**config.mk**
```make
export PLATFORM = sky130hd
export DESIGN_NAME = autobaud_rate_detect
export DESIGN_NICKNAME = d
export VERILOG_FILES = /design/src/pkg/autobaud_pkg.sv /design/src/pkg/rx_edge_if.sv /design/src/rtl/rx_edge_detect.sv /design/src/rtl/autobaud_rate_detect.sv
export SDC_FILE = /design/constraint.sdc
export NUM_CORES = 1
export LEC_CHECK = 0
export BUFFER_PORTS_ARGS = -buffer_cell sky130_fd_sc_hd__buf_2
export CORE_MARGIN = 2
export CORE_UTILIZATION = 53
export DETAILED_ROUTE_END_ITERATION = 16
export MAX_ROUTING_LAYER = met4
export PLACE_DENSITY = 0.85
export SYNTH_ARGS = -nofsm -noshare
export SYNTH_HDL_FRONTEND = slang
export SYNTH_SLANG_ARGS = --single-unit
```
**constraint.sdc**
```tcl
create_clock -name ref_clk -period 4.2 [get_ports ref_clk]
set_input_delay 0 -clock ref_clk [delete_from_list [all_inputs] [get_ports ref_clk]]
set_output_delay 0 -clock ref_clk [all_outputs]
set_load 0.005 [all_outputs]
```
**src/pkg/autobaud_pkg.sv**
```systemverilog
// Constants, state encoding and prescaler decode for the auto-baud measurement block.
// Assumes the block clock is the oscillator that feeds the baud prescaler.
package autobaud_pkg;

    // ----------------------------------------------------------------
    // Widths and reset values
    // ----------------------------------------------------------------
    localparam int          DIV_W       = 16;
    localparam int          PRE_W       = 9;
    localparam logic [15:0] DIV_RESET   = 16'h0000;
    localparam logic [15:0] DIV_MAX     = 16'hffff;
    localparam logic [15:0] DIV_ONE     = 16'h0001;

    // ----------------------------------------------------------------
    // Counter clock during measurement: oscillator over 512, 128, 128 or 32
    // ----------------------------------------------------------------
    localparam logic [8:0]  PRE_LAST_SLOW = 9'h1ff;
    localparam logic [8:0]  PRE_LAST_MID  = 9'h07f;
    localparam logic [8:0]  PRE_LAST_FAST = 9'h01f;
    localparam logic [8:0]  PRE_ONE       = 9'h001;

    // ----------------------------------------------------------------
    // Edge counting
    // ----------------------------------------------------------------
    localparam logic [2:0]  FIRST_RISE  = 3'h1;
    localparam logic [2:0]  LAST_RISE   = 3'h5;
    localparam logic [2:0]  RISE_ONE    = 3'h1;

    typedef enum logic [4:0] {
        ST_IDLE       = 5'h01,
        ST_WAIT_BREAK = 5'h02,
        ST_WAIT_START = 5'h04,
        ST_WAIT_RISE  = 5'h08,
        ST_COUNT      = 5'h10
    } abd_state_t;

    // Last prescaler count before a counter tick, from the two rate selects.
    function automatic logic [8:0] prescale_last(input logic wide, input logic fast);
        case ({wide, fast})
            2'b00:   prescale_last = PRE_LAST_SLOW;
            2'b11:   prescale_last = PRE_LAST_FAST;
            default: prescale_last = PRE_LAST_MID;
        endcase
    endfunction : prescale_last

endpackage : autobaud_pkg

```
**src/pkg/rx_edge_if.sv**
```systemverilog
// Carrier for the receive-line level and its edge pulses between the detector and the controller.
// Assumes one clock domain shared by both ends.
`timescale 1ns/1ns
interface rx_edge_if;
    logic level;
    logic rise;
    logic fall;
    modport det (output level, output rise, output fall);
    modport user (input level, input rise, input fall);
endinterface : rx_edge_if

```
**src/rtl/rx_edge_detect.sv**
```systemverilog
// Edge detector for the receive line; one-cycle pulses on each rising and falling edge.
// Assumes the receive line is already synchronous to the block clock.
`timescale 1ns/1ns
module rx_edge_detect (
    input  wire logic ref_clk,
    input  wire logic rst,
    input  wire logic rx_in,
    rx_edge_if.det    ev
);
    logic rx_prev_ff;

    // A mark level is assumed at reset so no false edge follows release.
    always_ff @(posedge ref_clk) begin
        if (rst) begin
            rx_prev_ff <= 1'b1;
        end else begin
            rx_prev_ff <= rx_in;
        end
    end

    assign ev.level = rx_in;
    assign ev.rise  = rx_in & ~rx_prev_ff;
    assign ev.fall  = ~rx_in & rx_prev_ff;
endmodule : rx_edge_detect

```
**src/rtl/autobaud_rate_detect.sv**
```systemverilog
// Auto-baud measurement controller: times a sync character on the receive line into the divisor pair.
// Assumes synchronous inputs, software strobes one cycle wide, and a receive line idling high.
`timescale 1ns/1ns

// What this block does
// Measurement may only run while the port is asynchronous and wake-on-receive is clear.
// Setting the arm bit clears the baud counter and then the block waits for a start bit.
// A start bit seen while armed begins the measurement.
// The remote end must send 55h so the alternating bits give the period.
// The count runs across both low and high bit times so asymmetry averages out.
// Counting begins on the first rising edge after the start bit, on the selected counter clock.
// On the fifth rising edge the count stays in the divisor pair and the arm bit clears itself.
// A counter rollover from FFFFh to 0000h sets the overflow flag, which software may also set or clear.
// After a rollover the measurement carries on and the arm bit stays set.
// During measurement the counter ticks at the rate picked by the two rate selects: oscillator over 512, 128 or 32.
// Both divisor bytes form one 16-bit counter whatever the wide-divisor select says.
// While measuring, the port's transfer state machine is held idle.
// The fifth rising edge sets the receive-full flag, and a read of the receive buffer clears it.
// Software reads and discards the receive buffer after completion to clear that flag.
// With wake-on-receive set alongside the arm bit, the break is waited out and the next character is measured once wake-on-receive is cleared.
// Transmit buffer writes are blocked while armed, and arming is refused during a transmission.
// Clearing the arm bit before the fifth edge abandons the measurement and returns to idle.
module autobaud_rate_detect
    import autobaud_pkg::*;
(
    input  wire logic        ref_clk,
    input  wire logic        rst,
    input  wire logic        rx_in,
    input  wire logic        async_mode,
    input  wire logic        wake_on_rx_enable,
    input  wire logic        divisor_wide_select,
    input  wire logic        high_speed_select,
    input  wire logic        arm_set,
    input  wire logic        arm_clear,
    input  wire logic        ovf_set,
    input  wire logic        ovf_clear,
    input  wire logic        divisor_wr_en,
    input  wire logic [15:0] divisor_wr_data,
    input  wire logic        rx_buf_read,
    input  wire logic        tx_write,
    input  wire logic        tx_busy,
    output logic             autobaud_arm,
    output logic             autobaud_measure_mode,
    output logic             autobaud_overflow_flag,
    output logic [7:0]       baud_divisor_low,
    output logic [7:0]       baud_divisor_high,
    output logic             rx_full_flag,
    output logic             port_hold_idle,
    output logic             tx_write_grant
);

    // ----------------------------------------------------------------
    // Edge detection
    // ----------------------------------------------------------------
    rx_edge_if ev ();

    rx_edge_detect u_edge (
        .ref_clk (ref_clk),
        .rst     (rst),
        .rx_in   (rx_in),
        .ev      (ev)
    );

    // ----------------------------------------------------------------
    // State and storage
    // ----------------------------------------------------------------
    abd_state_t  state_ff;
    abd_state_t  nxt_state;
    logic        arm_ff;
    logic        ovf_ff;
    logic        rx_full_ff;
    logic [15:0] div_ff;
    logic [8:0]  pre_ff;
    logic [2:0]  rise_cnt_ff;
    logic        arm_accept;
    logic        done;
    logic        tick;
    logic        counting;
    logic        abort;

    assign arm_accept = arm_set & async_mode & ~tx_busy;
    assign counting   = (state_ff == ST_COUNT);
    // The counter freezes on the closing edge so the result stands exactly as measured.
    assign tick       = counting & ~done & (pre_ff == prescale_last(divisor_wide_select, high_speed_select));
    assign done       = counting & ev.rise & (rise_cnt_ff == (LAST_RISE - RISE_ONE));
    assign abort      = ~arm_ff | ~async_mode;

    // ----------------------------------------------------------------
    // Measurement sequence
    // ----------------------------------------------------------------
    always_comb begin
        nxt_state = state_ff;
        case (state_ff)
            ST_IDLE: begin
                if (arm_ff && async_mode) begin
                    nxt_state = wake_on_rx_enable ? ST_WAIT_BREAK : ST_WAIT_START;
                end
            end
            ST_WAIT_BREAK: begin
                if (abort) begin
                    nxt_state = ST_IDLE;
                end else if (ev.rise) begin
                    nxt_state = ST_WAIT_START;
                end
            end
            ST_WAIT_START: begin
                if (abort) begin
                    nxt_state = ST_IDLE;
                end else if (ev.fall && !wake_on_rx_enable) begin
                    nxt_state = ST_WAIT_RISE;
                end
            end
            ST_WAIT_RISE: begin
                if (abort) begin
                    nxt_state = ST_IDLE;
                end else if (ev.rise) begin
                    nxt_state = ST_COUNT;
                end
            end
            ST_COUNT: begin
                if (abort || done || wake_on_rx_enable) begin
                    nxt_state = ST_IDLE;
                end
            end
            default: nxt_state = ST_IDLE;
        endcase
    end

    always_ff @(posedge ref_clk) begin
        if (rst) begin
            state_ff <= ST_IDLE;
        end else begin
            state_ff <= nxt_state;
        end
    end

    // Rising edges seen since counting began; the first one opens the count.
    always_ff @(posedge ref_clk) begin
        if (rst) begin
            rise_cnt_ff <= 3'h0;
        end else if (state_ff == ST_WAIT_RISE && ev.rise) begin
            rise_cnt_ff <= FIRST_RISE;
        end else if (counting && ev.rise) begin
            rise_cnt_ff <= rise_cnt_ff + RISE_ONE;
        end
    end

    // ----------------------------------------------------------------
    // Counter clock prescaler and the 16-bit divisor counter
    // ----------------------------------------------------------------
    always_ff @(posedge ref_clk) begin
        if (rst) begin
            pre_ff <= 9'h000;
        end else if (!counting || tick) begin
            pre_ff <= 9'h000;
        end else begin
            pre_ff <= pre_ff + PRE_ONE;
        end
    end

    // Software writes are only honoured while no measurement owns the counter.
    always_ff @(posedge ref_clk) begin
        if (rst) begin
            div_ff <= DIV_RESET;
        end else if (arm_accept) begin
            div_ff <= DIV_RESET;
        end else if (tick) begin
            div_ff <= div_ff + DIV_ONE;
        end else if (divisor_wr_en && state_ff == ST_IDLE && !arm_ff) begin
            div_ff <= divisor_wr_data;
        end
    end

    // ----------------------------------------------------------------
    // Flags
    // ----------------------------------------------------------------
    always_ff @(posedge ref_clk) begin
        if (rst) begin
            arm_ff <= 1'b0;
        end else if (arm_accept) begin
            arm_ff <= 1'b1;
        end else if (done || arm_clear) begin
            arm_ff <= 1'b0;
        end
    end

    // A hardware rollover wins over a software clear in the same cycle.
    always_ff @(posedge ref_clk) begin
        if (rst) begin
            ovf_ff <= 1'b0;
        end else if ((tick && div_ff == DIV_MAX) || ovf_set) begin
            ovf_ff <= 1'b1;
        end else if (ovf_clear) begin
            ovf_ff <= 1'b0;
        end
    end

    always_ff @(posedge ref_clk) begin
        if (rst) begin
            rx_full_ff <= 1'b0;
        end else if (done) begin
            rx_full_ff <= 1'b1;
        end else if (rx_buf_read) begin
            rx_full_ff <= 1'b0;
        end
    end

    // ----------------------------------------------------------------
    // Outputs
    // ----------------------------------------------------------------
    assign autobaud_arm           = arm_ff;
    assign autobaud_measure_mode  = (state_ff != ST_IDLE);
    assign autobaud_overflow_flag = ovf_ff;
    assign baud_divisor_low       = div_ff[7:0];
    assign baud_divisor_high      = div_ff[15:8];
    assign rx_full_flag           = rx_full_ff;
    assign port_hold_idle         = (state_ff != ST_IDLE);
    assign tx_write_grant         = tx_write & ~arm_ff;
endmodule : autobaud_rate_detect

```
# ---- Word level (Yosys, flattened, before mapping)
# Cells that the tools add are included.
dict set report totals {
  wordCells 89
  register_bits 37
}
dict set report op_classes {
  mux 21
  eq_ne 15
  bitwise_logic 16
  reduce_logical 25
  add_sub_neg 3
}
# cell n
set op_table {}
lappend op_table {{5-bit two-way mux} 8}
lappend op_table {{16-bit two-way mux} 2}
lappend op_table {{5-bit case mux with 5 select lines} 1}
lappend op_table {{9-bit case mux with 2 select lines} 1}
lappend op_table {{16-bit by 1-bit adder with 16-bit output (second input constant)} 1}
lappend op_table {{16-bit == test (second input constant)} 1}
lappend op_table {{2-bit nonzero test} 5}
lappend op_table {{9-bit by 1-bit adder with 9-bit output (second input constant)} 1}
lappend op_table {{1-bit bitwise AND} 9}
lappend op_table {{9-bit == test} 1}
lappend op_table {{3-bit != test (second input constant)} 3}
lappend op_table {{1-bit two-way mux} 8}
lappend op_table {{1-bit logical AND} 7}
lappend op_table {{1-bit inverter} 6}
lappend op_table {{2-bit OR reduction} 3}
lappend op_table {{5-bit by 1-bit == test with 1-bit output (second input constant)} 1}
lappend op_table {{5-bit by 2-bit == test with 1-bit output (second input constant)} 1}
lappend op_table {{5-bit by 3-bit == test with 1-bit output (second input constant)} 1}
lappend op_table {{5-bit by 4-bit == test with 1-bit output (second input constant)} 1}
lappend op_table {{5-bit == test (second input constant)} 1}
lappend op_table {{1-bit logical OR} 5}
lappend op_table {{5-bit by 1-bit != test with 1-bit output (second input constant)} 1}
lappend op_table {{5-bit AND reduction} 1}
lappend op_table {{3-bit by 1-bit adder with 3-bit output (second input constant)} 1}
lappend op_table {{other kinds (8)} 10}

# ---- Depth between registers and ports, before layout
dict set report logic_depth {
  ltp_word 10
  mapped_depth 9
  ltp_nobuf 7
}

# ---- Modules after synthesis
# From an unflattened synthesis, not the netlist that was laid out.
dict set report hier_totals {
  hier_cells 258
  hier_area_um2 2052.0
}
# module n_inst seq_area_each_um2 cells_each area_each_um2
set modules_own_cells {}
lappend modules_own_cells {autobaud_rate_detect 1 720.7 253 2004.4}
lappend modules_own_cells {rx_edge_detect 1 20.0 5 47.5}

# ---- Least setup slack after synthesis
# Ideal clock, no wire load.
dict set report synth_path {
  kind {reg2reg}
  startpoint {register rise_cnt_ff[0]}
  endpoint {register div_ff[3]}
  arrival_time_ps 1948
  setup_slack_ps 2190
  path_stages_with_launch 9
  setup_time_ps 62
  path_cell_list {dfxtp_1 > inv_1 > ha_1 > and4b_1 > nand4b_1 > a21o_1 > buf_6 > or4_1 > nand3_1}
}
dict set report synth_via {
  elab_chain_len 6
  elab_cells_between_ends 7
  cone_classes {1 x eq/ne; 1 x mux; 4 x bitwise; 1 x reduce/logical}
}
# element line_no
set synth_rtl {}
lappend synth_rtl {{start, declared} autobaud_rate_detect.sv:74} ;# logic [2:0] rise_cnt_ff;
lappend synth_rtl {{start signal, assigned} autobaud_rate_detect.sv:144} ;# rise_cnt_ff <= rise_cnt_ff + RISE_ONE;
lappend synth_rtl {{3-bit == test *} autobaud_rate_detect.sv:85} ;# assign done = counting & ev.rise & (rise_cnt_ff == (LAST_RISE - RISE_ONE));
lappend synth_rtl {{1-bit bitwise AND *} autobaud_rate_detect.sv:85}
lappend synth_rtl {{1-bit inverter *} autobaud_rate_detect.sv:84} ;# assign tick = counting & ~done & (pre_ff == prescale_last(divisor_wide_select, high_speed_select));
lappend synth_rtl {{1-bit bitwise AND * (2 in a row)} autobaud_rate_detect.sv:84}
lappend synth_rtl {{16-bit two-way mux or 2-bit nonzero test (tied branches)} -}
lappend synth_rtl {{end signal, assigned} autobaud_rate_detect.sv:168} ;# div_ff <= div_ff + DIV_ONE;
lappend synth_rtl {{end signal, assigned} autobaud_rate_detect.sv:170} ;# div_ff <= divisor_wr_data;
lappend synth_rtl {{end, declared} autobaud_rate_detect.sv:72} ;# logic [15:0] div_ff;
# Mark *: on every way between the ends. The rest lies on a longest branch, timed or not.
# A chain may end at the register's enable or synchronous reset.

# ---- Final worst setup path
dict set report layout_path {
  startpoint {register rise_cnt_ff[0]}
  endpoint {register div_ff[5]}
}
# The elaborated chain is that of the path after synthesis.

==> results <==
- The critical path startpoint category is a register.
- The number of enable-type register cells in the synthesized netlist is 0.
- In the final timing run, aggregate negative setup slack is 0 ns.
- Grouping stages by cell kind, the critical path spends the most delay in compound AO/OA/AOI/OAI gates.
- The floorplan step defined a die boundary enclosing approximately 4700 sq um.
- The number of buffers and inverters on the critical path is 1.
- Among all cell types in the netlist, the one instantiated most often is sky130_fd_sc_hd__dfxtp_1.
- The iteration count of the initial detailed-routing pass is 6.
- After clock tree synthesis, the repair step resized 0 gates.
- Based on the critical path, the design can be clocked at up to 412 MHz.
- In the final layout, the share of cells above drive strength 1 is 0.195.
- The fraction of post-synthesis cell area in the top cell type by area is 0.335.
- The last weighted congestion value of the routability-driven placer is around 0.87.
- The CTS root buffer is sky130_fd_sc_hd__clkbuf_8.
- In this run the static leakage power is 1.08 nW.
- In this run, CTS created clock tree buffers numbering 5.
- For the worst setup path, the data required time is between 4 and 5 ns.
- Row generation in the floorplan step produced 23 rows.
- By area the synthesized netlist is led by sky130_fd_sc_hd__dfxtp_1 (34%), sky130_fd_sc_hd__nand2_1 (4.9%), sky130_fd_sc_hd__nand3_1 (4.3%), sky130_fd_sc_hd__nor2_1 (4.1%), sky130_fd_sc_hd__a32oi_1 (3.2%).
- The cell with the largest stage delay on the worst path is sky130_fd_sc_hd__a21oi_1.
- The placeable core region is about 4000 sq um.
- The hold buffer count at CTS is 14.
- The area after detailed placement is between 2000 and 2500 sq um.
- The width of the die is between 60 and 70 microns.
- The number of antenna violations at the first check in global routing is 0.
- The first global-routing pass estimated between 9 and 10 mm of wire.
- On the final layout, the worst clock skew is approximately 0.0066 ns.
- For this design the ratio of total power to cell area is around 280 nW/um^2.
- The detailed-route DRC error count is 0.
- Summing over every cut layer, the via total after detailed routing is around 2400.
- Across every metal layer, demand over resource in global routing totals 0.262.
- Across the VDD grid, the largest voltage drop is roughly 0.22 mV.
- The number of pins with negative max-slew slack in the final report is 0.
- The worst path in the final design needs a cycle of roughly 2.4 ns, including I/O delays and setup.
- Clock-pin slew was measured on the worst setup and hold paths at 0.07 ns.
- The starting utilization of the core area is 0.552.
- Across the run, the number of max-cap violations was 0.
- STA classifies the critical path endpoint as a register.
- Synthesis handed over a netlist of ~280 instances.
- The count of buffers added by post-CTS timing repair for setup is 0.
- The count of cells along the worst register-to-register path is 7.
- 0 antenna diodes ended up in the layout.
- The cell depth of the worst min-delay path is 4.
- After global routing the overflow that remains totals 0.
- Counting along the longest clock path gives a buffer depth of 2.
- The delay contributed by the slowest stage of the critical path is 0.71 ns.
- The origin of the critical flop-to-flop path is rise_cnt_ff[0]$_SDFFE_PP0P_.
- The proportion of register bits with asynchronous set or reset after synthesis is 0.
- In this run the critical register-to-register path is captured at div_ff[5]$_SDFFE_PP0P_.
- The number of I/O pins is 53.
- The slack of the worst reg-to-reg path is roughly 1.8 ns.
- The H-tree depth is 2.
- The final hold violation count is 0.
- Setup violations remaining at the end of the flow were counted as 0.
- At the worst endpoint, the arrival time is approximately 2.7 ns.
- The count of nets left with antenna violations once routing finished came out at 0.
- In this run the tool buffered the top-level ports with between 50 and 60 buffer cells.
- Relative to the synthesized area, the layout overhead comes to 21.6%.
- For the worst-skew pair, the clock arrives at the later sink with an insertion delay of 0.29 ns.
- The number of global-route vias before repair is roughly 2000.
- The largest fanout of any net on the critical path is 11.
- TritonCTS built the clock tree.
- The filler cell count is between 300 and 400.
- Entering global routing, the biggest net connects 20 pins.
- The routed design has 5.85 mm of wire.
- The mean area per synthesized cell is slightly below 8 sq um.
- The vertical die dimension is about 69 microns.
- The signal on the critical path passes through inv_1 > ha_1 > and4b_1 > nand4b_1 > a21oi_1 > o21ai_0 > a41oi_1.
- Setup repair after global routing left no endpoint under its margin.
- Detailed placement ended at an HPWL of 4.01 mm.
- The worst relative slew slack is 0.470.
- The flop and latch count out of synthesis is 37.
- The distinct cell type count of the synthesized netlist is 55.
- After detailed routing, the average wire length per cell comes to 15.1 microns.
- The final non-filler cell area is about 2700 sq um.
- In the synthesized netlist, the cells that appear most often are sky130_fd_sc_hd__dfxtp_1 (37), sky130_fd_sc_hd__nand2_1 (29), sky130_fd_sc_hd__nor2_1 (24).
- The end point of the worst hold path is autobaud_arm$_SDFFE_PP0P_.
- The number of nets in the layout is about 370.
- The cell taking the most area after synthesis is sky130_fd_sc_hd__dfxtp_1.
- The worst hold path belongs to the class input port to register.
- The sequential element share of the synthesized area is 0.335.
- The clock drives 37 sinks.
- The total of warnings raised by yosys is 0.
- The flow ran to the end, and the final reports show no timing, DRC or antenna violations.
- The post-synth net total is ~310.
- The kind of critical path is register to register.
- The actual slew at the worst max-slew pin is between 0.7 and 0.8 ns.
- Of the available clock period, the critical path in the final layout requires 0.579.
- The per-cell via count in the routed design is 6.14.
- The dominant register cell in the synthesized netlist is sky130_fd_sc_hd__dfxtp_1.
- The synthesized netlist occupies a cell area of around 2200 sq um.
- After the first detailed-routing iteration, the DRC count stood at between 300 and 400.
- In this run the most critical hold path is launched from arm_clear.
[cell families after synthesis]
logic type,share of synthesized area
AOI/OAI and AO/OA,0.186
adders and majority gates,0.0227
DFF,0.335
and+or+nand+nor,0.365
muxes,0.00453
xor gates and xnor gates,0.0436
buffers and inverters,0.0436
[flip-flops by register name (all words and copies together) (netlist names)]
signal                  flops
div_ff                     16
autobaud_arm                1
rx_full_flag                1
autobaud_overflow_flag      1
pre_ff                      9
state_ff                    5
u_edge.rx_prev_ff           1
rise_cnt_ff                 3
[final cells by class]
class                           instances  area [sq um]  share of cell area
Sequential cell                        37           741               0.276
Tap cell                               50          62.6              0.0233
Timing Repair Buffer                   66           400               0.149
Multi-Input combinational cell        219          1370               0.511
Inverter                                8          30.0              0.0112
Clock buffer                            8          80.1              0.0298
[metal layers]
| metal | track usage | up-vias | share of wire |
|---|---|---|---|
| li1 | - | 1147 | - |
| met1 | 0.328 | 1099 | 0.45 |
| met2 | 0.407 | 128 | 0.46 |
| met3 | 0.0568 | 9 | 0.072 |
| met4 | 0.110 | 0 | 0.017 |
| met5 | - | - | 0 |
[stage by stage]
step / setup WS (ns) / util / hold WS [ns] / std cells / total power [W]
6_report: 1.77 / 0.672 / 0.0271 / 388 / 0.000748
5_1_grt: 1.49 / 0.672 / 0.0240 / 388 / 0.000781
4_1_cts: 1.83 / 0.672 / 0.0108 / 388 / 0.000752
3_5_place_dp: 1.83 / 0.617 / 0.213 / 366 / 0.000505
3_3_place_gp: 1.98 / 0.617 / 0.210 / 366 / 0.000502
2_1_floorplan: 2.19 / - / 0.107 / 278 / 0.000459
[tightest hold or removal path: cells and delay by family]
family / cells / cell delay (ns)
compound gates: 1 / 0.07
buf+inv: 2 / 0.14
simple gates: 1 / 0.07
[where the power goes]
part | switching, W | total [W] | internal (W)
clock | 0.000119 | 0.000237 | 0.000118
sequential | 0.0000266 | 0.000393 | 0.000367
combinational | 0.0000589 | 0.000117 | 0.0000586
[how the worst max path moves through the flow]
stage                                start  cells past startpoint  slack [ns]                     end
3_5_place_dp   rise_cnt_ff[0]$_SDFFE_PP0P_                      7        1.83  div_ff[5]$_SDFFE_PP0P_
5_1_grt        rise_cnt_ff[0]$_SDFFE_PP0P_                      7        1.49  div_ff[5]$_SDFFE_PP0P_
4_1_cts        rise_cnt_ff[0]$_SDFFE_PP0P_                      7        1.83  div_ff[5]$_SDFFE_PP0P_
2_1_floorplan  rise_cnt_ff[0]$_SDFFE_PP0P_                      8        2.19  div_ff[3]$_SDFFE_PP0P_
3_3_place_gp   rise_cnt_ff[0]$_SDFFE_PP0P_                      7        1.98  div_ff[5]$_SDFFE_PP0P_
6_report       rise_cnt_ff[0]$_SDFFE_PP0P_                      7        1.77  div_ff[5]$_SDFFE_PP0P_
[cell usage in the layout, fill, tap and decap left out, types with 2 or more instances in the layout]
| cell type | synthesis | layout |
|---|---|---|
| sky130_fd_sc_hd__a211o_1 | 3 | 3 |
| sky130_fd_sc_hd__a21oi_1 | 8 | 8 |
| sky130_fd_sc_hd__a221oi_1 | 2 | 2 |
| sky130_fd_sc_hd__a31oi_1 | 5 | 5 |
| sky130_fd_sc_hd__a32oi_1 | 8 | 8 |
| sky130_fd_sc_hd__a41oi_1 | 2 | 2 |
| sky130_fd_sc_hd__and2_1 | 7 | 7 |
| sky130_fd_sc_hd__and3_1 | 10 | 10 |
| sky130_fd_sc_hd__and3b_1 | 2 | 2 |
| sky130_fd_sc_hd__and4_1 | 3 | 3 |
| sky130_fd_sc_hd__and4b_1 | 2 | 2 |
| sky130_fd_sc_hd__buf_2 | 2 | 52 |
| sky130_fd_sc_hd__clkbuf_1 | 9 | 3 |
| sky130_fd_sc_hd__clkbuf_8 | 0 | 5 |
| sky130_fd_sc_hd__dfxtp_1 | 37 | 37 |
| sky130_fd_sc_hd__dlygate4sd3_1 | 0 | 14 |
| sky130_fd_sc_hd__ha_1 | 4 | 4 |
| sky130_fd_sc_hd__inv_1 | 8 | 8 |
| sky130_fd_sc_hd__nand2_1 | 29 | 29 |
| sky130_fd_sc_hd__nand2b_1 | 3 | 3 |
| sky130_fd_sc_hd__nand3_1 | 19 | 19 |
| sky130_fd_sc_hd__nand4_1 | 10 | 10 |
| sky130_fd_sc_hd__nor2_1 | 24 | 24 |
| sky130_fd_sc_hd__nor2b_1 | 6 | 6 |
| sky130_fd_sc_hd__nor3_1 | 8 | 8 |
| sky130_fd_sc_hd__nor3b_1 | 2 | 2 |
| sky130_fd_sc_hd__nor4_1 | 6 | 6 |
| sky130_fd_sc_hd__o211a_1 | 2 | 2 |
| sky130_fd_sc_hd__o211ai_1 | 2 | 2 |
| sky130_fd_sc_hd__o21ai_0 | 13 | 13 |
| sky130_fd_sc_hd__or2_2 | 3 | 3 |
| sky130_fd_sc_hd__or3_1 | 4 | 4 |
| sky130_fd_sc_hd__or4_1 | 2 | 2 |
| sky130_fd_sc_hd__xnor2_1 | 4 | 4 |
| sky130_fd_sc_hd__xor2_1 | 7 | 7 |
(Power assumes the default switching activity.)
